File: src/hw/srq_params.svh
// Constants for the service-request, status byte and bus hold-off block.
// Assumes a 100 MHz core clock; included only by the block's top-level design file.
`ifndef SRQ_PARAMS_SVH
`define SRQ_PARAMS_SVH

`define STB_OVERFLOW_POS 0
`define STB_FULL_POS 1
`define STB_DONE_POS 3
`define STB_READY_POS 4
`define STB_ERROR_POS 5
`define STB_RQS_POS 6
`define STB_WIDTH 8
`define MASK_WRITABLE 8'h3B
`define MASK_RESET 8'h00
`define CLK_KHZ 100000
`define CAL_HOLD_MS 13
`define CFG_HOLD_MS 20
`define VALUE_HOLD_MS 360
`define STORE_DEPTH 100

`endif

File: src/hw/srq_pkg.sv
// Types shared by the service-request and hold-off block.
// Assumes nothing beyond a SystemVerilog compiler.
package srq_pkg;

  // Encoded as the end-control command number
  typedef enum logic [1:0] {
    eoi_and_holdoff_mode = 2'h0,
    holdoff_only_mode = 2'h1,
    eoi_only_mode = 2'h2,
    no_eoi_no_holdoff_mode = 2'h3
  } end_mode_type;

  // What the executed command string asks the front end to do
  typedef enum logic [1:0] {
    cls_other = 2'h0,
    cls_cal_store = 2'h1,
    cls_config = 2'h2,
    cls_zero_suppress = 2'h3
  } cmd_class_type;

  typedef enum logic [3:0] {
    ho_idle = 4'h1,
    ho_byte = 4'h2,
    ho_timed = 4'h4,
    ho_value = 4'h8
  } holdoff_state_type;

  typedef struct packed {
    logic illegal_command_error;
    logic illegal_option_error;
    logic trigger_overrun;
    logic number_error;
  } err_events_type;

  typedef struct packed {
    logic byte_rcvd;
    logic exec_char;
    cmd_class_type cls;
  } rx_byte_type;

endpackage : srq_pkg

File: src/hw/pin_sync.sv
// Two-stage synchroniser for bus pins that arrive from outside the clock domain.
// Assumes inputs are levels held for several core clock periods.
`timescale 1ns/1ns
module pin_sync #(
  parameter int WIDTH = 1
) (
  input wire logic core_clk, // Core clock
  input wire logic nrst, // Async reset, active low
  input wire logic clk_en, // Freezes the stages when low
  input wire logic [WIDTH-1:0] pin_in, // Raw pin levels
  output logic [WIDTH-1:0] pin_sync_out // Synchronised levels
);
  logic [WIDTH-1:0] stage1_reg;

  if (WIDTH < 1) begin : g_bad_width
    $error("pin_sync needs WIDTH of at least 1");
  end

  always_ff @(posedge core_clk or negedge nrst) begin
    if (!nrst) begin
      stage1_reg <= '0;
      pin_sync_out <= '0;
    end else if (clk_en) begin
      stage1_reg <= pin_in;
      pin_sync_out <= stage1_reg;
    end
  end
endmodule : pin_sync

File: src/hw/holdoff_timer.sv
// Down-counter that times one bus hold-off interval.
// Assumes load is only pulsed while the counter is idle.
`timescale 1ns/1ns
module holdoff_timer #(
  parameter int WIDTH = 22
) (
  input wire logic core_clk, // Core clock
  input wire logic nrst, // Async reset, active low
  input wire logic clk_en, // Freezes the count when low
  input wire logic load, // Start a new interval
  input wire logic [WIDTH-1:0] load_cycles, // Interval length in cycles
  output logic done // One-cycle pulse at interval end
);
  logic [WIDTH-1:0] count_reg;
  logic running_reg;

  if (WIDTH < 2) begin : g_bad_width
    $error("holdoff_timer needs WIDTH of at least 2");
  end

  always_ff @(posedge core_clk or negedge nrst) begin
    if (!nrst) begin
      count_reg <= '0;
      running_reg <= 1'b0;
      done <= 1'b0;
    end else if (clk_en) begin
      done <= 1'b0;
      if (load) begin
        count_reg <= load_cycles;
        running_reg <= 1'b1;
      end else if (running_reg) begin
        if (count_reg <= WIDTH'(1)) begin
          running_reg <= 1'b0;
          done <= 1'b1;
        end else begin
          count_reg <= count_reg - WIDTH'(1);
        end
      end
    end
  end
endmodule : holdoff_timer

File: src/hw/gpib_status_srq_holdoff.sv
// Status byte, service request and NRFD/EOI end-control for a bus instrument.
// Assumes command parsing, triggering and the talker run on core_clk and
// hand over one-cycle event pulses; only the REN pin is asynchronous.
`timescale 1ns/1ns
`include "srq_params.svh"
module gpib_status_srq_holdoff #(
  parameter int CAL_HOLD_CYC = `CAL_HOLD_MS * `CLK_KHZ,
  parameter int CFG_HOLD_CYC = `CFG_HOLD_MS * `CLK_KHZ,
  parameter int TIMER_WIDTH = 22
) (
  input wire logic core_clk, // 100 MHz core clock
  input wire logic nrst, // Async reset, active low
  input wire logic clk_en, // Freezes all state when low
  input wire logic ren_pin, // REN bus line level, high = remote
  input wire logic dev_clear, // DCL or SDC received, pulse
  input wire srq_pkg::rx_byte_type rx, // Received byte info, pulse
  input wire logic byte_recognized, // Parser recognized last byte, pulse
  input wire logic value_taken, // Zero/suppress value taken, pulse
  input wire srq_pkg::err_events_type err_ev, // Error events, pulses
  input wire logic overrange_event, // Overrange reading, pulse
  input wire logic vi_current_overload, // Overload is V/I ohms current, level
  input wire logic good_reading, // Non-overflowed reading ready, pulse
  input wire logic store_full_event, // Store reached its capacity, pulse
  input wire logic store_read, // Stored reading read over bus, pulse
  input wire logic reading_done, // Conversion completed, pulse
  input wire logic reading_request, // Reading requested over bus, pulse
  input wire logic error_word_query, // Error word was read, pulse
  input wire logic mask_write, // Mask command executed, pulse
  input wire logic [7:0] mask_value, // Mask command value
  input wire logic mode_write, // End-control command executed, pulse
  input wire srq_pkg::end_mode_type mode_value, // End-control mode
  input wire logic spoll_read, // Serial poll read the byte, pulse
  input wire logic last_byte_out, // Talker sending final byte, level
  output logic [7:0] status_byte, // Serial poll response
  output logic srq_o, // SRQ pin output level
  output logic srq_oe, // SRQ pin drive enable
  output logic nrfd_o, // NRFD pin output level
  output logic nrfd_oe, // NRFD pin drive enable
  output logic eoi_o, // EOI pin output level
  output logic eoi_oe, // EOI pin drive enable
  output srq_pkg::end_mode_type end_mode // Current end-control mode
);
  if (CAL_HOLD_CYC < 1 || CFG_HOLD_CYC < 1) begin : g_bad_hold
    $error("hold-off cycle counts must be at least one");
  end
  if (CAL_HOLD_CYC >= (1 << TIMER_WIDTH) || CFG_HOLD_CYC >= (1 << TIMER_WIDTH)) begin : g_bad_w
    $error("TIMER_WIDTH too small for hold-off counts");
  end

  function automatic logic holdoff_on(input srq_pkg::end_mode_type m);
    holdoff_on = (m == srq_pkg::eoi_and_holdoff_mode) || (m == srq_pkg::holdoff_only_mode);
  endfunction : holdoff_on

  function automatic logic eoi_on(input srq_pkg::end_mode_type m);
    eoi_on = (m == srq_pkg::eoi_and_holdoff_mode) || (m == srq_pkg::eoi_only_mode);
  endfunction : eoi_on

  logic ren_sync;
  logic ovf_reg;
  logic full_reg;
  logic done_reg;
  logic err_reg;
  logic err_srq_en_reg;
  logic srq_reg;
  logic req_prev_reg;
  logic [7:0] mask_reg;
  logic [7:0] frozen_reg;
  logic [7:0] live_byte;
  logic [7:0] masked;
  logic request;
  logic raise;
  logic any_error;
  logic ready;
  logic timer_load;
  logic timer_done;
  logic [TIMER_WIDTH-1:0] timer_cycles;
  srq_pkg::holdoff_state_type ho_reg;
  srq_pkg::holdoff_state_type ho_next;

  pin_sync #(.WIDTH(1)) u_ren_sync (
    .core_clk(core_clk),
    .nrst(nrst),
    .clk_en(clk_en),
    .pin_in(ren_pin),
    .pin_sync_out(ren_sync)
  );

  holdoff_timer #(.WIDTH(TIMER_WIDTH)) u_timer (
    .core_clk(core_clk),
    .nrst(nrst),
    .clk_en(clk_en),
    .load(timer_load),
    .load_cycles(timer_cycles),
    .done(timer_done)
  );

  // A command arriving while not in remote counts as an error
  assign any_error = (|err_ev) || (rx.byte_rcvd && !ren_sync);

  // Error bit: set wins over the clear by the error word read
  always_ff @(posedge core_clk or negedge nrst) begin
    if (!nrst) begin
      err_reg <= 1'b0;
    end else if (clk_en) begin
      if (any_error) begin
        err_reg <= 1'b1;
      end else if (error_word_query || dev_clear) begin
        err_reg <= 1'b0;
      end
    end
  end

  // Live condition bits
  always_ff @(posedge core_clk or negedge nrst) begin
    if (!nrst) begin
      ovf_reg <= 1'b0;
      full_reg <= 1'b0;
      done_reg <= 1'b0;
    end else if (clk_en) begin
      if (overrange_event && !vi_current_overload) begin
        ovf_reg <= 1'b1;
      end else if (good_reading) begin
        ovf_reg <= 1'b0;
      end
      if (store_full_event) begin
        full_reg <= 1'b1;
      end else if (store_read) begin
        full_reg <= 1'b0;
      end
      if (reading_done) begin
        done_reg <= 1'b1;
      end else if (reading_request) begin
        done_reg <= 1'b0;
      end
    end
  end

  assign ready = (ho_reg == srq_pkg::ho_idle) && !rx.byte_rcvd;

  always_comb begin
    live_byte = 8'h00;
    live_byte[`STB_OVERFLOW_POS] = ovf_reg;
    live_byte[`STB_FULL_POS] = full_reg;
    live_byte[`STB_DONE_POS] = done_reg;
    live_byte[`STB_READY_POS] = ready;
    live_byte[`STB_ERROR_POS] = err_reg;
  end

  // Mask register
  always_ff @(posedge core_clk or negedge nrst) begin
    if (!nrst) begin
      mask_reg <= `MASK_RESET;
    end else if (clk_en) begin
      if (dev_clear) begin
        mask_reg <= `MASK_RESET;
      end else if (mask_write) begin
        mask_reg <= mask_value & `MASK_WRITABLE;
      end
    end
  end

  // An error SRQ is not repeated until software has read the error word or a device clear arrives
  assign masked = live_byte & mask_reg;
  assign request = (|masked[4:0]) || (masked[`STB_ERROR_POS] && err_srq_en_reg);
  assign raise = request && !req_prev_reg;

  always_ff @(posedge core_clk or negedge nrst) begin
    if (!nrst) begin
      req_prev_reg <= 1'b0;
      err_srq_en_reg <= 1'b1;
    end else if (clk_en) begin
      req_prev_reg <= request;
      if (error_word_query || dev_clear) begin
        err_srq_en_reg <= 1'b1;
      end else if (raise && masked[`STB_ERROR_POS]) begin
        err_srq_en_reg <= 1'b0;
      end
    end
  end

  // SRQ and frozen byte; while SRQ is set, a poll wins over a new request in the same cycle
  always_ff @(posedge core_clk or negedge nrst) begin
    if (!nrst) begin
      srq_reg <= 1'b0;
      frozen_reg <= 8'h00;
    end else if (clk_en) begin
      if (raise && !srq_reg) begin
        srq_reg <= 1'b1;
        frozen_reg <= live_byte | (8'h01 << `STB_RQS_POS);
      end else if (spoll_read || dev_clear) begin
        srq_reg <= 1'b0;
      end
    end
  end

  always_ff @(posedge core_clk or negedge nrst) begin
    if (!nrst) begin
      status_byte <= 8'h00;
    end else if (clk_en) begin
      status_byte <= srq_reg ? frozen_reg : live_byte;
    end
  end

  assign srq_o = 1'b0;
  assign srq_oe = srq_reg;

  // End-control mode
  always_ff @(posedge core_clk or negedge nrst) begin
    if (!nrst) begin
      end_mode <= srq_pkg::eoi_and_holdoff_mode;
    end else if (clk_en) begin
      if (dev_clear) begin
        end_mode <= srq_pkg::eoi_and_holdoff_mode;
      end else if (mode_write) begin
        end_mode <= mode_value;
      end
    end
  end

  always_ff @(posedge core_clk or negedge nrst) begin
    if (!nrst) begin
      eoi_oe <= 1'b0;
    end else if (clk_en) begin
      eoi_oe <= last_byte_out && eoi_on(end_mode);
    end
  end
  assign eoi_o = 1'b0;

  // Hold-off sequencer. The execute byte's handshake has already finished
  // when rx.byte_rcvd pulses, so NRFD only holds the following byte.
  always_comb begin
    ho_next = ho_reg;
    timer_load = 1'b0;
    timer_cycles = TIMER_WIDTH'(CFG_HOLD_CYC);
    case (ho_reg)
      srq_pkg::ho_idle: begin
        if (rx.byte_rcvd) begin
          ho_next = srq_pkg::ho_byte;
          if (rx.exec_char && holdoff_on(end_mode)) begin
            case (rx.cls)
              srq_pkg::cls_cal_store: begin
                ho_next = srq_pkg::ho_timed;
                timer_load = 1'b1;
                timer_cycles = TIMER_WIDTH'(CAL_HOLD_CYC);
              end
              srq_pkg::cls_config: begin
                ho_next = srq_pkg::ho_timed;
                timer_load = 1'b1;
              end
              srq_pkg::cls_zero_suppress: begin
                ho_next = srq_pkg::ho_value;
              end
              default: begin
                ho_next = srq_pkg::ho_byte;
              end
            endcase
          end
        end
      end
      srq_pkg::ho_byte: begin
        if (byte_recognized) begin
          ho_next = srq_pkg::ho_idle;
        end
      end
      srq_pkg::ho_timed: begin
        if (timer_done) begin
          ho_next = srq_pkg::ho_idle;
        end
      end
      srq_pkg::ho_value: begin
        if (value_taken) begin
          ho_next = srq_pkg::ho_idle;
        end
      end
      default: begin
        ho_next = srq_pkg::ho_idle;
      end
    endcase
  end

  always_ff @(posedge core_clk or negedge nrst) begin
    if (!nrst) begin
      ho_reg <= srq_pkg::ho_idle;
    end else if (clk_en) begin
      ho_reg <= dev_clear ? srq_pkg::ho_idle : ho_next;
    end
  end

  assign nrfd_o = 1'b0;
  assign nrfd_oe = (ho_reg != srq_pkg::ho_idle);

  // Checks
  chk_rqs_on_srq: assert property (@(posedge core_clk) disable iff (!nrst)
    srq_oe |=> status_byte[`STB_RQS_POS])
    else $error("RQS bit clear while SRQ driven");
  chk_err_sets: assert property (@(posedge core_clk) disable iff (!nrst)
    clk_en && (|err_ev) |=> err_reg)
    else $error("error event did not set error bit");
  chk_err_srq: assert property (@(posedge core_clk) disable iff (!nrst)
    clk_en && !srq_reg && mask_reg[5] && err_srq_en_reg && !req_prev_reg && err_reg
      |=> srq_oe)
    else $error("masked error did not raise SRQ");
  chk_u1_clears: assert property (@(posedge core_clk) disable iff (!nrst)
    clk_en && error_word_query && !any_error |=> !err_reg && err_srq_en_reg)
    else $error("error word read did not clear error");
  chk_zero_bits: assert property (@(posedge core_clk) disable iff (!nrst)
    status_byte[2] == 1'b0 && status_byte[7] == 1'b0)
    else $error("unused status bits not zero");
  chk_frozen_hold: assert property (@(posedge core_clk) disable iff (!nrst)
    srq_reg && clk_en && !spoll_read && !dev_clear ##1 srq_reg && clk_en
      |=> $stable(status_byte))
    else $error("status byte changed while frozen");
  chk_poll_release: assert property (@(posedge core_clk) disable iff (!nrst)
    clk_en && srq_reg && spoll_read && !raise |=> !srq_oe ##1 !status_byte[6] || !clk_en)
    else $error("serial poll did not release SRQ");
  chk_mode_clear: assert property (@(posedge core_clk) disable iff (!nrst)
    clk_en && dev_clear |=> end_mode == srq_pkg::eoi_and_holdoff_mode && mask_reg == 8'h00)
    else $error("device clear did not restore defaults");
  chk_cal_hold: assert property (@(posedge core_clk) disable iff (!nrst)
    ho_reg == srq_pkg::ho_idle && ho_next == srq_pkg::ho_timed && clk_en && !dev_clear
      |=> nrfd_oe)
    else $error("hold-off not asserted after execute");
  chk_mask_bit6: assert property (@(posedge core_clk) disable iff (!nrst)
    mask_reg[6] == 1'b0 && mask_reg[2] == 1'b0 && mask_reg[7] == 1'b0)
    else $error("unused mask bit set");
endmodule : gpib_status_srq_holdoff

File: config.mk
export PLATFORM = sky130hd
export DESIGN_NAME = gpib_status_srq_holdoff
export DESIGN_NICKNAME = d
export VERILOG_FILES = /design/src/hw/srq_pkg.sv /design/src/hw/pin_sync.sv /design/src/hw/holdoff_timer.sv /design/src/hw/gpib_status_srq_holdoff.sv
export VERILOG_INCLUDE_DIRS = /design/src /design/src/hw
export SDC_FILE = /design/constraint.sdc
export NUM_CORES = 1
export LEC_CHECK = 0
export BUFFER_PORTS_ARGS = -buffer_cell sky130_fd_sc_hd__clkbuf_2
export CAP_MARGIN = 10
export CORE_AREA = 2 2 87 68
export DETAILED_ROUTE_END_ITERATION = 12
export DIE_AREA = 0 0 89 70
export PLACE_DENSITY = 0.83
export SLEW_MARGIN = 20
export SYNTH_ARGS = -nofsm -noshare
export SYNTH_HDL_FRONTEND = slang
export SYNTH_SLANG_ARGS = --single-unit
File: constraint.sdc
create_clock -name core_clk -period 3.5 [get_ports core_clk]
set_clock_uncertainty 0.2 [all_clocks]
set_input_delay 0.35 -clock core_clk [delete_from_list [all_inputs] [get_ports core_clk]]
set_output_delay 0.35 -clock core_clk [all_outputs]
set_load 0.01 [all_outputs]
==> results.txt <==
----------------------------------------------------
[STA]
  Total negative setup slack ... 0 ps
  Setup violation total in the final timing report ... 0
  Final Max Slew Viols ... 0
  Max-slew headroom at the worst pin ... 45.82%
  Unrepaired setup endpoints after global routing ... no
  Worst Tran Pin Value ... 812.7 ps
  Crit path time final ... 2615 ps
  Fmax ... 382.5 MHz
  Final clock period utilization by the worst path ... 74.71%
  Hold Fails Final Rpt ... 0

[Placement]
  Gpl congestion ... 0.9506
  DP Wirelength ... 5081 um
  # placed instances ... 432
  Quantity of I/O buffers inserted on ports ... 44
  Post-detailed-placement cell area ... 3416 um^2

[Global route]
  Total routing resource utilization after global routing ... 24.33%
  Maximum number of pins on one net before global-route repair ... 35
  Wire length of the first global-routing pass ... 11700 um
  Initial antenna violation count ... 0
  Overflow left after global routing ... 0
  Via count of the first global-routing pass ... 2471

[Pwr]
  Maximum ir drop on the vdd rail ... 0.2580 mV
  Lkg Pwr ... 1.604 nW
  Cell area power density ... 610.2 nW/um^2

[Die]
  Starting density of the core ... 57.09%
  Num rows ... 24
  Num ports ... 53
  Horizontal die dimension ... 89 um
  Chip Height ... 70 um
  Area of the core region ... 5525 um^2
  Die Outline Area ... 6230 um^2

[CTS]
  Skew-Pair Late Insertion Delay ... 350 ps
  Total number of clock tree sinks ... 57
  CTS tree ... yes
  Total CTS buffers ... 9
  Bufs on Longest Clock Path ... 2
  Resized cells post-CTS ... 0
  Postcts setup bufs ... 0
  Number of H-tree levels ... 3
  Clock transition time at the flip-flop clock pins of the worst setup and hold paths ... 70 ps
  Total of hold buffers inserted after clock tree synthesis ... 1
  Clk Tree Root Cell ... clkbuf_8

[Setup path]
  Sort of element at the start of the critical path ... register
  Kind of end point of the critical path ... register
  WP data arrival ... 2660 ps
  Origin of the worst setup path ... u_timer.count_reg[18]
  Reg-to-reg startpoint ... u_timer.count_reg[18]
  Worst-case reg-to-reg path depth ... 5
  Type of the worst setup path ... register to register
  Largest fanout on the critical path ... 19
  Required arrival time at the worst endpoint ... 3540 ps

[Final layout]
  Leading cell types in the layout, fill and taps excluded ... 55 x dfrtp_1, 44 x clkbuf_2, 22 x nor2_1, 21 x nand2_1, 19 x a21oi_1
  Final Net Count ... 408
  Ratio of cells with drive above 1 in the final layout ... 25.07%
  Sequential cell area ... 1429 um^2
  Fill cells ... 458
  Area of all placed cells without fillers ... 3643 um^2
  Max FFs per register ... 22
  Layout overhead on the synthesized area ... 15.51%
  Final Non-Filler Cells ... 449
  Area occupied by multi-input gates ... 1568 um^2
  Most common library cell in the layout ignoring fill and taps ... dfrtp_1
  Number of antenna diodes ... 0

[Synth]
  Netlist area before placement ... 3154 um^2
  Post-synthesis sequential area ratio ... 45.30%
  Number of enable-type register cells in the synthesized netlist ... 0
  Number of distinct standard cells referenced by the synthesized netlist ... 68
  Cell count after synthesis ... 320
  Post-synthesis sequential element count ... 57
  Warnings, synthesis ... 0
  Primary flip-flop cell chosen by synthesis mapping ... dfrtp_1
  Proportion of synthesized flip-flops having asynchronous set or reset ... 100.0%
  Average footprint of a synthesized cell ... 9.857 um^2

[Job]
  Count of max-cap constraint violations ... 0

[Hold path]
  Min-delay worst type ... input port to register
  Hold path cells ... 3
  Worst hold start ... last_byte_out

[Run status]
  Outcome ... finished clean

[Detailed routing]
  Final WL ... 7007 um
  Detailed-router iteration count before antenna repair ... 4
  Post-detailed-route DRC marker count ... 0
  Residual antenna-violating net count after detailed routing ... 0
  Violation count after the first detailed-routing iteration ... 161
  Wirelength per Cell ... 15.61 um
  DR vias/cell ... 6.031
  Via Count ... 2708

----------------------------------------------------
==> power breakdown <==
group | switching (mW) | internal, mW
combinational | 0.315 | 0.264
sequential | 0.164 | 0.805
clock | 0.275 | 0.400
==> Yosys cell counts (3+ instances only) <==
cell | count | area [um^2]
a211oi_1 | 3 | 22.52
nor2_1 | 22 | 82.58
nor3_1 | 12 | 60.06
o2111ai_1 | 3 | 26.28
inv_1 | 14 | 52.55
clkbuf_1 | 6 | 22.52
a32o_1 | 3 | 30.03
or4_1 | 6 | 45.04
a22o_1 | 4 | 35.03
a21oi_1 | 19 | 95.09
and2_1 | 3 | 18.77
nand3_1 | 13 | 65.06
or3_1 | 7 | 43.79
mux2_4 | 5 | 75.07
nand2_1 | 21 | 78.83
o21ai_0 | 15 | 75.07
nor4_1 | 5 | 31.28
buf_4 | 6 | 45.04
a21o_1 | 3 | 22.52
dfrtp_1 | 55 | 1376
o2bb2ai_1 | 7 | 61.31
ha_1 | 5 | 62.56
mux2i_1 | 5 | 50.05
nor2b_1 | 6 | 37.54
buf_1 | 3 | 11.26
o211ai_1 | 4 | 30.03
nand4_1 | 7 | 43.79
==> final timing paths <==
kind,slack (ps),end
setup / recovery,890,u_timer.count_reg[16]
hold reg to reg,290,err_srq_en_reg
max in group asynchronous,1940,ho_reg[0]
hold / removal,40,eoi_oe
min in group asynchronous,430,status_byte[4]
setup reg to reg,890,u_timer.count_reg[16]
==> per-layer routing <==
| metal | global-route usage [%] | routed length, um | vias up |
|---|---|---|---|
| met2 | 34.66 | 3136 | 95 |
| met4 | 7.463 | 91 | 0 |
| met1 | 36.21 | 3351 | 1317 |
| met5 | 0 | 0 | - |
| met3 | 6.738 | 427 | 14 |
| li1 | - | - | 1282 |
==> cell type report <==
cell class                 count  share of cell area (%)
clock buffer                   9                   3.400
clock inverter                 7                   2.576
inverter                      15                   1.545
multi-input combinational    232                   43.03
sequential                    57                   39.22
tap                           78                   2.679
timing repair buffer          51                   7.555
==> per-stage QoR <==
step	setup WS, ps	util [%]	hold slack, ps	total power [mW]
floorplan	1299	-	-145.6	1.362
global placement	987.8	61.82	249.2	1.515
detailed placement	924.2	61.82	273.4	1.547
CTS	899.8	65.94	29.00	2.225
global route	701.9	65.94	36.26	2.352
finish	885.3	65.94	40.41	2.223
==> logic make-up after synthesis <==
| kind of cell | share of synthesized area [%] |
|---|---|
| AO/OA/AOI/OAI | 17.77 |
| XOR/XNOR | 0.8332 |
| adder cells (fa/ha/maj) | 1.983 |
| buffers and inverters | 5.474 |
| flip-flops | 45.30 |
| multiplexers | 4.681 |
| other | 0.1189 |
| AND/OR/NAND/NOR | 23.84 |
==> worst max-delay path, stage by stage, from the launching register on <==
cell      delay [ps]
dfrtp_1          420
nor4_1           540
nand4_1          250
o21ai_2          630
o21ai_0          200
a311oi_1         270
Note: power is estimated with default switching activity, not from simulation.
